--- src/design/status_page_pkg.sv ---
// package of constants for the status page monitor
package status_page_pkg;
   // ****************************************
   // page numbers
   // ****************************************
   localparam logic [3:0] PAGE_FLAGS     = 4'h0;
   localparam logic [3:0] PAGE_SECTOR    = 4'h1;
   localparam logic [3:0] PAGE_BUSCTL    = 4'h2;
   localparam logic [3:0] PAGE_DEPTH     = 4'h3;
   localparam logic [3:0] PAGE_PATTERN   = 4'h4;
   localparam logic [3:0] PAGE_ALT_A     = 4'h5;
   localparam logic [3:0] PAGE_ALT_B     = 4'h6;
   localparam logic [3:0] PAGE_CONTROL   = 4'h7;
   localparam logic [3:0] PAGE_TIMING    = 4'h8;
   localparam logic [7:0] ALT_A_VALUE    = 8'h55;
   localparam logic [7:0] ALT_B_VALUE    = 8'haa;
   // ****************************************
   // page register fields
   // ****************************************
   localparam int PAGE_SEL_MSB  = 3;
   localparam int HIST_CLR_BIT  = 4;
   // ****************************************
   // reset values of backplane parameters
   // ****************************************
   localparam logic [7:0] SECTOR_RESET   = 8'h00;
   localparam logic [7:0] BUSCTL_RESET   = 8'h00;
   localparam logic [7:0] DEPTH_RESET    = 8'h24;
   localparam logic [7:0] PAGE_RESET     = 8'h00;
   // ****************************************
   // status word layout
   // ****************************************
   localparam int WORD_TYPE_LSB  = 12;
   localparam int WORD_CLK_LSB   = 10;
   localparam int WORD_RDY_BIT   = 9;
   localparam int WORD_REG_BIT   = 8;
   // board type code, value arbitrary
   localparam logic [3:0] BOARD_TYPE_DEFAULT = 4'h5;
   // ****************************************
   // backplane register indices
   // ****************************************
   localparam logic [3:0] IDX_PAGE       = 4'h5;
   localparam logic [3:0] IDX_DEPTH      = 4'h6;
   localparam logic [3:0] IDX_SECTOR     = 4'h7;
   localparam logic [3:0] IDX_BUSCTL     = 4'h8;
   // ****************************************
   // device numbers
   // ****************************************
   localparam logic DEV_TOP = 1'b0;
   localparam logic DEV_BOT = 1'b1;
endpackage

--- src/design/sync_bit.sv ---
// two-stage synchroniser for a bundle of levels
`timescale 1ns/1ns
`default_nettype none
module sync_bit #(
   parameter int WIDTH = 1
) (
   // clock and reset
   input  wire logic             ref_clk,
   input  wire logic             rst_b,
   // level in and out
   input  wire logic [WIDTH-1:0] asyncIn,
   output var  logic [WIDTH-1:0] syncOut
);
   logic [WIDTH-1:0] meta_q;

   always_ff @(posedge ref_clk) begin
      if (!rst_b) begin
         meta_q  <= '0;
         syncOut <= '0;
      end else begin
         meta_q  <= asyncIn;
         syncOut <= meta_q;
      end
   end
endmodule
`default_nettype wire

--- src/design/board_pages.sv ---
// status pages and history flags of one daughterboard
`timescale 1ns/1ns
`default_nettype none
module board_pages (
   // clock and reset
   input  wire logic       ref_clk,
   input  wire logic       rst_b,
   // control
   input  wire logic       clearHist,
   input  wire logic [3:0] pageSel,
   // parameter echoes
   input  wire logic [7:0] homeSector,
   input  wire logic [7:0] busControl,
   input  wire logic [7:0] pipeDepth,
   // events, already synchronised
   input  wire logic       frameworkLock,
   input  wire logic       alignError,
   input  wire logic       trackFound,
   input  wire logic       levelOneAcceptSeen,
   input  wire logic       trackerResetSeen,
   input  wire logic       syncGapSeen,
   input  wire logic       firstCrossingSeen,
   input  wire logic       gapLengthError,
   input  wire logic       crossingTimingError,
   input  wire logic [5:0] patternFault,
   // selected page
   output var  logic [7:0] pageByte
);
   // sticky flags: align, track, 4 observations, 2 timing, 6 pattern
   localparam int NHIST = 14;
   logic [NHIST-1:0] ev;
   logic [NHIST-1:0] hist_q;

   assign ev = {patternFault, gapLengthError, crossingTimingError,
                levelOneAcceptSeen, trackerResetSeen, syncGapSeen,
                firstCrossingSeen, trackFound, alignError};

   // set wins over clear so a coinciding event survives
   always_ff @(posedge ref_clk) begin
      if (!rst_b)
         hist_q <= '0;
      else
         hist_q <= (clearHist ? '0 : hist_q) | ev;
   end

   always_comb begin
      case (pageSel)
         status_page_pkg::PAGE_FLAGS:   pageByte = {5'h00, hist_q[1], hist_q[0],
                                                    frameworkLock};
         status_page_pkg::PAGE_SECTOR:  pageByte = homeSector;
         status_page_pkg::PAGE_BUSCTL:  pageByte = busControl;
         status_page_pkg::PAGE_DEPTH:   pageByte = pipeDepth;
         status_page_pkg::PAGE_PATTERN: pageByte = {2'b00, hist_q[13:8]};
         status_page_pkg::PAGE_ALT_A:   pageByte = status_page_pkg::ALT_A_VALUE;
         status_page_pkg::PAGE_ALT_B:   pageByte = status_page_pkg::ALT_B_VALUE;
         status_page_pkg::PAGE_CONTROL: pageByte = {4'h0, hist_q[5:2]};
         status_page_pkg::PAGE_TIMING:  pageByte = {6'h00, hist_q[7:6]};
         default:                       pageByte = 8'h00;
      endcase
   end

   chk_clear_zeroes: assert property (@(posedge ref_clk) disable iff (!rst_b)
      clearHist && ev == '0 |=> hist_q == '0)
      else $error("history not cleared");
   chk_sticky_hold: assert property (@(posedge ref_clk) disable iff (!rst_b)
      !clearHist |=> (hist_q & $past(hist_q)) == $past(hist_q))
      else $error("history flag dropped");
   chk_event_kept: assert property (@(posedge ref_clk) disable iff (!rst_b)
      ev[0] |=> hist_q[0])
      else $error("event lost");
endmodule
`default_nettype wire

--- src/design/status_page_monitor.sv ---
// top of the status page monitor: backplane writes, pages, status word
// ****************************************
// How it works
// - nine pages each board, one shown
// - pages one-three echo backplane parameters
// - lock flag follows counter lock
// - alignment error after sync procedure
// - track found flag on valid track
// - four control-bit observation flags
// - gap length error flag
// - crossing timing error flag
// - page four holds pattern errors
// - motherboard inputs map to local links
// - links two, four at bits one, three
// - history flags stay set until cleared
// - page register bit four clears history
// - clear acts on current device only
// - status word sent continuously
// - fixed status word bit layout
// - ready needs both boards initialised
// - regulator bit low on either fault
// - low byte is selected page
// - device zero top, one bottom
// ****************************************
`timescale 1ns/1ns
`default_nettype none
module status_page_monitor #(
   parameter logic [3:0] BOARD_TYPE = status_page_pkg::BOARD_TYPE_DEFAULT
) (
   // clock and reset
   input  wire logic        ref_clk,
   input  wire logic        rst_b,
   // backplane register write, same clock domain
   input  wire logic        regWrite,
   input  wire logic [3:0]  regIndex,
   input  wire logic [7:0]  regData,
   input  wire logic        currentDevice,
   // motherboard status pins
   input  wire logic [1:0]  clockSelect,
   input  wire logic        topReady,
   input  wire logic        botReady,
   input  wire logic        topRegFault,
   input  wire logic        botRegFault,
   // top board events
   input  wire logic        topLock,
   input  wire logic        topAlign,
   input  wire logic        topTrack,
   input  wire logic        topAccept,
   input  wire logic        topTrkReset,
   input  wire logic        topSyncGap,
   input  wire logic        topFirstX,
   input  wire logic        topGapErr,
   input  wire logic        topXingErr,
   // bottom board events
   input  wire logic        botLock,
   input  wire logic        botAlign,
   input  wire logic        botTrack,
   input  wire logic        botAccept,
   input  wire logic        botTrkReset,
   input  wire logic        botSyncGap,
   input  wire logic        botFirstX,
   input  wire logic        botGapErr,
   input  wire logic        botXingErr,
   // test pattern faults per motherboard input 0..9
   input  wire logic [9:0]  inputPatternFault,
   // slow monitor status word
   output var  logic [15:0] statusWord_q
);
   // ****************************************
   // synchronise pin levels
   // ****************************************
   localparam int NPIN = 34;
   logic [NPIN-1:0] pinsRaw;
   logic [NPIN-1:0] pins;

   assign pinsRaw = {clockSelect, topReady, botReady, topRegFault, botRegFault,
                     topLock, topAlign, topTrack, topAccept, topTrkReset,
                     topSyncGap, topFirstX, topGapErr, topXingErr,
                     botLock, botAlign, botTrack, botAccept, botTrkReset,
                     botSyncGap, botFirstX, botGapErr, botXingErr,
                     inputPatternFault};

   sync_bit #(.WIDTH(NPIN)) u_sync (
      .ref_clk (ref_clk),
      .rst_b   (rst_b),
      .asyncIn (pinsRaw),
      .syncOut (pins)
   );

   logic [1:0] sClk;
   logic       sTopRdy;
   logic       sBotRdy;
   logic       sTopFlt;
   logic       sBotFlt;
   logic [8:0] sTopEv;
   logic [8:0] sBotEv;
   logic [9:0] sPatt;

   assign sClk    = pins[33:32];
   assign sTopRdy = pins[31];
   assign sBotRdy = pins[30];
   assign sTopFlt = pins[29];
   assign sBotFlt = pins[28];
   assign sTopEv  = pins[27:19];
   assign sBotEv  = pins[18:10];
   assign sPatt   = pins[9:0];

   // ****************************************
   // link renumbering
   // ****************************************
   // local order {6,5,4,3,2,0}; bottom takes inputs 7 and 9 as links 0, 2
   logic [5:0] topPatt;
   logic [5:0] botPatt;

   assign topPatt = {sPatt[6:3], sPatt[2], sPatt[0]};
   assign botPatt = {sPatt[6:3], sPatt[9], sPatt[7]};

   // ****************************************
   // per-device backplane parameters
   // ****************************************
   logic [7:0] page_q    [2];
   logic [7:0] sector_q  [2];
   logic [7:0] busctl_q  [2];
   logic [7:0] depth_q   [2];
   logic [1:0] clear;
   logic       devSel;

   assign devSel = currentDevice;

   genvar g;
   generate
      for (g = 0; g < 2; g++) begin : g_dev
         always_ff @(posedge ref_clk) begin
            if (!rst_b) begin
               page_q[g]   <= status_page_pkg::PAGE_RESET;
               sector_q[g] <= status_page_pkg::SECTOR_RESET;
               busctl_q[g] <= status_page_pkg::BUSCTL_RESET;
               depth_q[g]  <= status_page_pkg::DEPTH_RESET;
            end else if (regWrite && devSel == 1'(g)) begin
               case (regIndex)
                  status_page_pkg::IDX_PAGE:   page_q[g]   <= regData;
                  status_page_pkg::IDX_SECTOR: sector_q[g] <= regData;
                  status_page_pkg::IDX_BUSCTL: busctl_q[g] <= regData;
                  status_page_pkg::IDX_DEPTH:  depth_q[g]  <= regData;
                  default: ;
               endcase
            end
         end
         // level of the stored bit; clears as long as it stays written
         assign clear[g] = page_q[g][status_page_pkg::HIST_CLR_BIT];
      end
   endgenerate

   // ****************************************
   // the two boards
   // ****************************************
   logic [7:0] topByte;
   logic [7:0] botByte;

   board_pages u_top (
      .ref_clk             (ref_clk),
      .rst_b               (rst_b),
      .clearHist           (clear[0]),
      .pageSel             (page_q[0][status_page_pkg::PAGE_SEL_MSB:0]),
      .homeSector          (sector_q[0]),
      .busControl          (busctl_q[0]),
      .pipeDepth           (depth_q[0]),
      .frameworkLock       (sTopEv[8]),
      .alignError          (sTopEv[7]),
      .trackFound          (sTopEv[6]),
      .levelOneAcceptSeen  (sTopEv[5]),
      .trackerResetSeen    (sTopEv[4]),
      .syncGapSeen         (sTopEv[3]),
      .firstCrossingSeen   (sTopEv[2]),
      .gapLengthError      (sTopEv[1]),
      .crossingTimingError (sTopEv[0]),
      .patternFault        (topPatt),
      .pageByte            (topByte)
   );

   board_pages u_bot (
      .ref_clk             (ref_clk),
      .rst_b               (rst_b),
      .clearHist           (clear[1]),
      .pageSel             (page_q[1][status_page_pkg::PAGE_SEL_MSB:0]),
      .homeSector          (sector_q[1]),
      .busControl          (busctl_q[1]),
      .pipeDepth           (depth_q[1]),
      .frameworkLock       (sBotEv[8]),
      .alignError          (sBotEv[7]),
      .trackFound          (sBotEv[6]),
      .levelOneAcceptSeen  (sBotEv[5]),
      .trackerResetSeen    (sBotEv[4]),
      .syncGapSeen         (sBotEv[3]),
      .firstCrossingSeen   (sBotEv[2]),
      .gapLengthError      (sBotEv[1]),
      .crossingTimingError (sBotEv[0]),
      .patternFault        (botPatt),
      .pageByte            (botByte)
   );

   // ****************************************
   // status word
   // ****************************************
   logic [15:0] word_d;

   always_comb begin
      word_d = '0;
      word_d[15:status_page_pkg::WORD_TYPE_LSB] = BOARD_TYPE;
      word_d[11:status_page_pkg::WORD_CLK_LSB]  = sClk;
      word_d[status_page_pkg::WORD_RDY_BIT]     = sTopRdy & sBotRdy;
      word_d[status_page_pkg::WORD_REG_BIT]     = ~(sTopFlt | sBotFlt);
      word_d[7:0] = (devSel == status_page_pkg::DEV_BOT) ? botByte : topByte;
   end

   // refreshed every cycle; the serialiser samples it freely
   always_ff @(posedge ref_clk) begin
      if (!rst_b)
         statusWord_q <= '0;
      else
         statusWord_q <= word_d;
   end

   chk_ready_both: assert property (@(posedge ref_clk) disable iff (!rst_b)
      statusWord_q[status_page_pkg::WORD_RDY_BIT] |-> $past(sTopRdy) && $past(sBotRdy))
      else $error("ready without both boards");
   chk_reg_fault: assert property (@(posedge ref_clk) disable iff (!rst_b)
      $past(sTopFlt) || $past(sBotFlt) |-> !statusWord_q[status_page_pkg::WORD_REG_BIT])
      else $error("regulator good during fault");
   chk_type_code: assert property (@(posedge ref_clk) disable iff (!rst_b)
      $past(rst_b) |-> statusWord_q[15:12] == BOARD_TYPE)
      else $error("board type wrong");
   chk_depth_echo: assert property (@(posedge ref_clk) disable iff (!rst_b)
      regWrite && regIndex == status_page_pkg::IDX_DEPTH && !devSel
      |=> depth_q[0] == $past(regData))
      else $error("depth not stored");
   chk_empty_pages: assert property (@(posedge ref_clk) disable iff (!rst_b)
      $past(rst_b) && $past(page_q[devSel][3:0]) > 4'h8 && $past(devSel) == devSel
      |-> statusWord_q[7:0] == 8'h00)
      else $error("unassigned page not zero");
   chk_clear_other: assert property (@(posedge ref_clk) disable iff (!rst_b)
      regWrite && !devSel |=> page_q[1] == $past(page_q[1]))
      else $error("other device touched");

   // ****************************************
   // backplane register checks
   // ****************************************
   // the four indices that steer a daughterboard parameter; all else is dropped
   function automatic logic known_index(input logic [3:0] idx);
      return idx == status_page_pkg::IDX_PAGE || idx == status_page_pkg::IDX_DEPTH ||
             idx == status_page_pkg::IDX_SECTOR || idx == status_page_pkg::IDX_BUSCTL;
   endfunction

   chk_depth_bot: assert property (@(posedge ref_clk) disable iff (!rst_b)
      regWrite && regIndex == status_page_pkg::IDX_DEPTH && devSel
      |=> depth_q[1] == $past(regData))
      else $error("bottom depth not stored");
   chk_sector_top: assert property (@(posedge ref_clk) disable iff (!rst_b)
      regWrite && regIndex == status_page_pkg::IDX_SECTOR && !devSel
      |=> sector_q[0] == $past(regData))
      else $error("top sector not stored");
   chk_sector_bot: assert property (@(posedge ref_clk) disable iff (!rst_b)
      regWrite && regIndex == status_page_pkg::IDX_SECTOR && devSel
      |=> sector_q[1] == $past(regData))
      else $error("bottom sector not stored");
   chk_busctl_top: assert property (@(posedge ref_clk) disable iff (!rst_b)
      regWrite && regIndex == status_page_pkg::IDX_BUSCTL && !devSel
      |=> busctl_q[0] == $past(regData))
      else $error("top bus control not stored");
   chk_busctl_bot: assert property (@(posedge ref_clk) disable iff (!rst_b)
      regWrite && regIndex == status_page_pkg::IDX_BUSCTL && devSel
      |=> busctl_q[1] == $past(regData))
      else $error("bottom bus control not stored");
   chk_page_top: assert property (@(posedge ref_clk) disable iff (!rst_b)
      regWrite && regIndex == status_page_pkg::IDX_PAGE && !devSel
      |=> page_q[0] == $past(regData))
      else $error("top page not stored");
   chk_page_bot: assert property (@(posedge ref_clk) disable iff (!rst_b)
      regWrite && regIndex == status_page_pkg::IDX_PAGE && devSel
      |=> page_q[1] == $past(regData))
      else $error("bottom page not stored");
   chk_top_untouched: assert property (@(posedge ref_clk) disable iff (!rst_b)
      regWrite && devSel |=> page_q[0] == $past(page_q[0]))
      else $error("top touched by bottom write");
   chk_index_top: assert property (@(posedge ref_clk) disable iff (!rst_b)
      regWrite && !known_index(regIndex)
      |=> page_q[0] == $past(page_q[0]) && depth_q[0] == $past(depth_q[0])
          && sector_q[0] == $past(sector_q[0]) && busctl_q[0] == $past(busctl_q[0]))
      else $error("unknown index changed a top register");
   chk_index_bot: assert property (@(posedge ref_clk) disable iff (!rst_b)
      regWrite && !known_index(regIndex)
      |=> page_q[1] == $past(page_q[1]) && depth_q[1] == $past(depth_q[1])
          && sector_q[1] == $past(sector_q[1]) && busctl_q[1] == $past(busctl_q[1]))
      else $error("unknown index changed a bottom register");

   // ****************************************
   // status word checks
   // ****************************************
   chk_reset_word: assert property (@(posedge ref_clk)
      !rst_b |=> statusWord_q == 16'h0000)
      else $error("status word not cleared by reset");
   chk_depth_reset: assert property (@(posedge ref_clk)
      !rst_b |=> depth_q[0] == status_page_pkg::DEPTH_RESET
                 && depth_q[1] == status_page_pkg::DEPTH_RESET)
      else $error("depth reset value wrong");
   chk_ready_set: assert property (@(posedge ref_clk) disable iff (!rst_b)
      $past(rst_b) && $past(sTopRdy) && $past(sBotRdy)
      |-> statusWord_q[status_page_pkg::WORD_RDY_BIT])
      else $error("ready missing with both boards up");
   chk_reg_good: assert property (@(posedge ref_clk) disable iff (!rst_b)
      $past(rst_b) && !$past(sTopFlt) && !$past(sBotFlt)
      |-> statusWord_q[status_page_pkg::WORD_REG_BIT])
      else $error("regulator bit low without fault");
   chk_clock_field: assert property (@(posedge ref_clk) disable iff (!rst_b)
      $past(rst_b) |-> statusWord_q[11:10] == $past(sClk))
      else $error("clock select field wrong");
   chk_top_byte: assert property (@(posedge ref_clk) disable iff (!rst_b)
      $past(rst_b) && $past(devSel) == status_page_pkg::DEV_TOP
      |-> statusWord_q[7:0] == $past(topByte))
      else $error("top page byte not shown");
   chk_bot_byte: assert property (@(posedge ref_clk) disable iff (!rst_b)
      $past(rst_b) && $past(devSel) == status_page_pkg::DEV_BOT
      |-> statusWord_q[7:0] == $past(botByte))
      else $error("bottom page byte not shown");
   chk_alt_top: assert property (@(posedge ref_clk) disable iff (!rst_b)
      $past(rst_b) && $past(page_q[0][3:0]) == status_page_pkg::PAGE_ALT_A && !$past(devSel)
      |-> statusWord_q[7:0] == status_page_pkg::ALT_A_VALUE)
      else $error("page five pattern wrong");
   chk_alt_bot: assert property (@(posedge ref_clk) disable iff (!rst_b)
      $past(rst_b) && $past(page_q[1][3:0]) == status_page_pkg::PAGE_ALT_B && $past(devSel)
      |-> statusWord_q[7:0] == status_page_pkg::ALT_B_VALUE)
      else $error("page six pattern wrong");

   // ****************************************
   // clear and link checks
   // ****************************************
   chk_clear_top: assert property (@(posedge ref_clk) disable iff (!rst_b)
      regWrite && regIndex == status_page_pkg::IDX_PAGE && !devSel
      |=> clear[0] == $past(regData[status_page_pkg::HIST_CLR_BIT]))
      else $error("top clear level wrong");
   chk_clear_bot: assert property (@(posedge ref_clk) disable iff (!rst_b)
      regWrite && regIndex == status_page_pkg::IDX_PAGE && devSel
      |=> clear[1] == $past(regData[status_page_pkg::HIST_CLR_BIT]))
      else $error("bottom clear level wrong");
   chk_shared_links: assert property (@(posedge ref_clk) disable iff (!rst_b)
      topPatt[5:2] == botPatt[5:2])
      else $error("shared links differ between boards");
endmodule
`default_nettype wire

--- config.mk ---
export PLATFORM = sky130hd
export DESIGN_NAME = status_page_monitor
export DESIGN_NICKNAME = d
export VERILOG_FILES = /design/src/design/status_page_pkg.sv /design/src/design/sync_bit.sv /design/src/design/board_pages.sv /design/src/design/status_page_monitor.sv
export SDC_FILE = /design/constraint.sdc
export NUM_CORES = 1
export LEC_CHECK = 0
export ABC_AREA = 0
export BUFFER_PORTS_ARGS = -buffer_cell sky130_fd_sc_hd__buf_2
export CORE_ASPECT_RATIO = 1.25
export CORE_UTILIZATION = 50
export DETAILED_ROUTE_END_ITERATION = 10
export PLACE_DENSITY = 0.82
export SKIP_CTS_REPAIR_TIMING = 1
export SYNTH_ARGS = -nofsm -noshare
export SYNTH_HDL_FRONTEND = slang
export SYNTH_SLANG_ARGS = --single-unit
--- constraint.sdc ---
create_clock -name ref_clk -period 2.1 [get_ports ref_clk]
set_input_delay 0.42 -clock ref_clk [delete_from_list [all_inputs] [get_ports ref_clk]]
set_output_delay 0.42 -clock ref_clk [all_outputs]
set_load 0.1 [all_outputs]
## After elaboration in Yosys (flattened, before gate mapping)

Memories as Yosys holds them, arrays and structs flattened.
Cells that the tools add are included.
Widths: inputs -> output; s select.

- Muxes and demuxes: 43
- Reductions and logical operators: 4
- Bitwise logic cells: 14
- Equality and inequality tests: 20

Operators by type and width:

| operator | count |
|---|---|
| $pmux 8 s9 | 2 |
| $mux 8 | 9 |
| $eq 4x3->1 const B | 11 |
| $mux 1 | 29 |
| $mux 14 | 2 |
| $or 14x14->14 | 2 |
| $eq 4x2->1 const B | 4 |
| $mux 15 | 1 |
| $eq 4x4->1 const B | 3 |
| $or 1x1->1 | 9 |
| $eq 4x1->1 const B | 2 |
| $logic_not 4->1 | 2 |
| $logic_and 1x1->1 | 2 |
| $not 1->1 | 2 |
| $and 1x1->1 | 1 |

- Bits in writable memories: 64
- Input bits: 50
- Logic and storage cells: 91
- Memories kept: 4
- Output and inout port bits: 16
- Register bits: 112

Memory list:

| memory | depth | bits a word | rd ports | clocked after memory_dff | wr ports | line | source |
|---|---|---|---|---|---|---|---|
| busctl_q | 2 | 8 | 2 | 0 | 2 | status_page_monitor.sv:123 | `logic [7:0] busctl_q [2];` |
| depth_q | 2 | 8 | 2 | 0 | 2 | status_page_monitor.sv:124 | `logic [7:0] depth_q [2];` |
| page_q | 2 | 8 | 2 | 0 | 2 | status_page_monitor.sv:121 | `logic [7:0] page_q [2];` |
| sector_q | 2 | 8 | 2 | 0 | 2 | status_page_monitor.sv:122 | `logic [7:0] sector_q [2];` |

## Longest topological paths before layout

- Depth after elaboration: 6
- Depth in mapped cells: 6
- Depth with buffers taken out: 4

## By module

Synthesis repeated with hierarchy kept, for this count alone.

- Cells, all modules: 547
- Area total of the unflattened synthesis: 6,374.9 µm²

By module, submodules not included:

| module | area an instance (µm²) | seq. area each (µm²) | cells each | times used |
|---|---|---|---|---|
| status_page_monitor | 2,731.4 | 2,001.9 | 192 | 1 |
| sync_bit | 1,866.8 | 1,361.3 | 143 | 1 |
| board_pages | 888.4 | 280.3 | 106 | 2 |

## Worst setup path after synthesis

Ideal clock, no wire load.

- Path type: in2reg
- Start point: in regIndex[1]
- End point: mem busctl_q[0][0], enable pin
- Library setup time: 384 ps
- Cell stages on the path: 2
- Buffers on the path: 0
- Data required time: 1,716 ps
- Data arrival time: 1,664 ps
- Slack: 52 ps
- Path through: or4b_4 > o21ai_0

RTL lines:

| item | line | source |
|---|---|---|
| start: declaration | status_page_monitor.sv:35 | `input wire logic [3:0] regIndex,` |
| end: declaration | status_page_monitor.sv:123 |  |

==> results.toml <==
[outcome]
status = "finished clean"

[sta]
clock.fmax_ghz = 0.5409
final-hold-violation-count = 0
skew_ns = 0.004806
setup_viol_count_final = 0
rsz0062_at_grt = "no"
relSlewSlack_pct = 48.84
setup-tns-final_ns = 0
period_share_pct = 88.03
maxSlewViolCount = 0
min_period_ns = 1.849
worst_pin_slew_ns = 0.7673

[clock_tree]
h-tree-depth = 4
insertion_delay_ns = 0.42
root_buffer = "clkbuf_16"
cts_buffer_depth = 2
cts_buffers = 17
cts.sinks = 163
tritoncts = "built"
clk_pin_slew_worst_paths_ns = 0.07

[final_layout]
final_area_mm2 = 0.007184
n_antenna_cell = 0
fin_util_pct = 60.98
fill_cells = 937
nets = 636
areaGrowthSynthToFinish_pct = 16.95
final-seq-area_mm2 = 0.003844
layout-drive-gt1-share_pct = 19.03
multi_input_area_mm2 = 0.002135

[setup_path]
cp_common_cell = "o21ai_0"
cp-start-kind = "flip-flop"
critPathKind = "flip-flop to flip-flop"
critPathRequiredTime_ns = 2.41
critical_path.cell_chain = "o21ai_0 -> a21oi_1 -> o21ai_0 -> a21boi_0"
critPathCaptureType = "flip-flop"
worstPathArrival_ns = 2.15
critPathMaxStageDelay_ns = 0.85
crit_fanout = 21
cp_slowest_cell = "edfxtp_1"

[yosys]
ys_ff_latch = 163
syn-cell-area_mm2 = 0.006143
syn_inst = 521
seq_area_frac_synth_pct = 62.57
synth_edf_count = 58
synth_fa_ha_area_share_pct = 0
synth_compound_area_share_pct = 10.57
synth_flop_cell = "dfxtp_1"
synth_top_family_by_area = "simple AND/OR/NAND/NOR gates"
ys_async_sr_fraction_pct = 0
yosys_warnings = 0
synth_xor_area_share_pct = 0
syn_area_per_cell_um2 = 11.79
yosys.area_share.simple_pct = 21.36
synth.mux.area_fraction_pct = 2.688
ys_types = 51

[global_routing]
grt_max_degree = 63
grt_usage_pct = 20.53
first_global_vias = 4040
overflow = 0
antenna_found_initial = 0
grt_pass1_wl_mm = 19.40

[floorplan]
fp.dieW_um = 101.1
dieArea_mm2 = 0.01274
rows = 44
floorplan.initialDensity_pct = 52.15
die_height_um = 125.9
io_pins = 66
core_mm2 = 0.01178

[pwr]
power.density_mw_per_mm2 = 971.7
leakage_nw = 2.835
ir_drop_uv = 532.3
total_power_mw = 6.981

[worst_hold_path]
min_path_type = "input port to flip-flop"

[detailed_routing]
detail-route-antenna-nets = 0
wl_met3_um = 573
drc = 0
routed.top_layer = "met4"
vias_per_cell = 5.317
drt_iter0_drc = 246
wl_mm = 12.12
drtPass1Iterations = 6
post_drt_wl_per_cell_um = 15.94
vias = 4041
wl_met2_mm = 6.748
met1_length_mm = 4.463

[run]
cap_viol_max_count = 0

[place]
place_area_mm2 = 0.006590
dp_hpwl_mm = 8.187
io_buffers = 61
gp_congestion = 0.8441
report_power, final:
part,internal [mW],switching (mW)
registers,3.42,0.0967
clock network,1.63,1.36
logic,0.177,0.298
area by class of cell:
cell class,instances,share of cell area [%]
flip-flops and latches,163,53.50
multi-input cells,327,29.71
clock buffers,18,6.113
repair buffers,73,5.503
well taps,161,2.804
clock inverters,14,2.160
inverters,4,0.2090
cell usage after synthesis (all sizes together) (3+ instances only):
cell      n  area share [%]
o22ai     4            0.41
o211ai    3            0.37
or3       4            0.41
clkbuf   10            0.61
a22oi     3            0.37
inv       4            0.24
nor3      3            0.24
a21oi     9            0.73
nor2     18             1.3
o21ai    21             1.7
nor2b    37             3.8
dfxtp   105              34
nand2b    4            0.41
nand3b    3            0.37
edfxtp   58              28
o21a     29             3.5
and2    121              12
a221oi    3            0.43
buf      18             1.9
nand2    13            0.79
a31oi     3            0.31
mux2i    12             2.0
a211oi    4            0.49
worst max-delay path, delay by kind of cell, from the launching register on:
| kind | cells | cell delay, ns |
|---|---|---|
| compound gates | 4 | 0.90 |
| flops | 1 | 0.85 |
kinds of logic (layout without fill, tap and decap cells):
kind of cell           Yosys count  in the layout
and+or+nand+nor                215            215
DFF                            163            163
AOI/OAI and AO/OA               95             95
buffers and inverters           32            109
muxes                           15             15
other                            1              2
per-stage QoR:
step	setup WS, ns	hold slack [ns]	std cells
finish	0.2514	0.2022	760
global route	0.1158	0.1861	760
CTS	0.2807	0.1865	760
detailed placement	0.2763	0.3947	728
global placement	0.3027	0.3783	728
floorplan	0.05157	0.3720	522
cell usage in the layout (no fill, tap or decap), types with 3 or more instances in the layout:
| master | n |
|---|---|
| inv_6 | 3 |
| or3_1 | 4 |
| buf_2 | 61 |
| inv_8 | 7 |
| dfxtp_1 | 105 |
| o22ai_1 | 4 |
| nand3b_1 | 3 |
| nand2b_1 | 4 |
| a22oi_1 | 3 |
| mux2i_1 | 12 |
| nor2b_1 | 36 |
| a211oi_1 | 4 |
| o21ai_0 | 20 |
| a31oi_1 | 3 |
| and2_1 | 121 |
| nand2_1 | 13 |
| o21a_1 | 29 |
| o211ai_1 | 3 |
| nor2_1 | 16 |
| a221oi_1 | 3 |
| clkbuf_16 | 17 |
| inv_1 | 4 |
| a21oi_1 | 9 |
| buf_4 | 12 |
| edfxtp_1 | 58 |
| nor3_1 | 3 |
flip-flops by register name (all words and copies together) (netlist names):
| signal | flops |
|---|---|
| u_sync.meta_q | 32 |
| u_sync.syncOut | 32 |
| busctl_q | 16 |
| depth_q | 16 |
| sector_q | 16 |
| u_bot.hist_q | 14 |
| u_top.hist_q | 14 |
| statusWord_q | 13 |
| page_q | 10 |
worst paths after layout:
kind	cells after the start	from	endpoint	slack, ns
setup / recovery	4	page_q[1][0]	statusWord_q[4]	0.25
hold / removal	2	topSyncGap	u_sync.meta_q[22]	0.20
setup reg to reg	4	page_q[1][0]	statusWord_q[4]	0.25
hold reg to reg	1	u_sync.syncOut[29]	statusWord_q[8]	0.40
metal layers:
metal  GRT usage [%]  up-vias
met1           22.08     1953
met3           5.494       29
met5               0        -
li1                -     1928
met2           37.37      131
met4           8.440        0
Note: power is estimated with default switching activity, not from simulation.
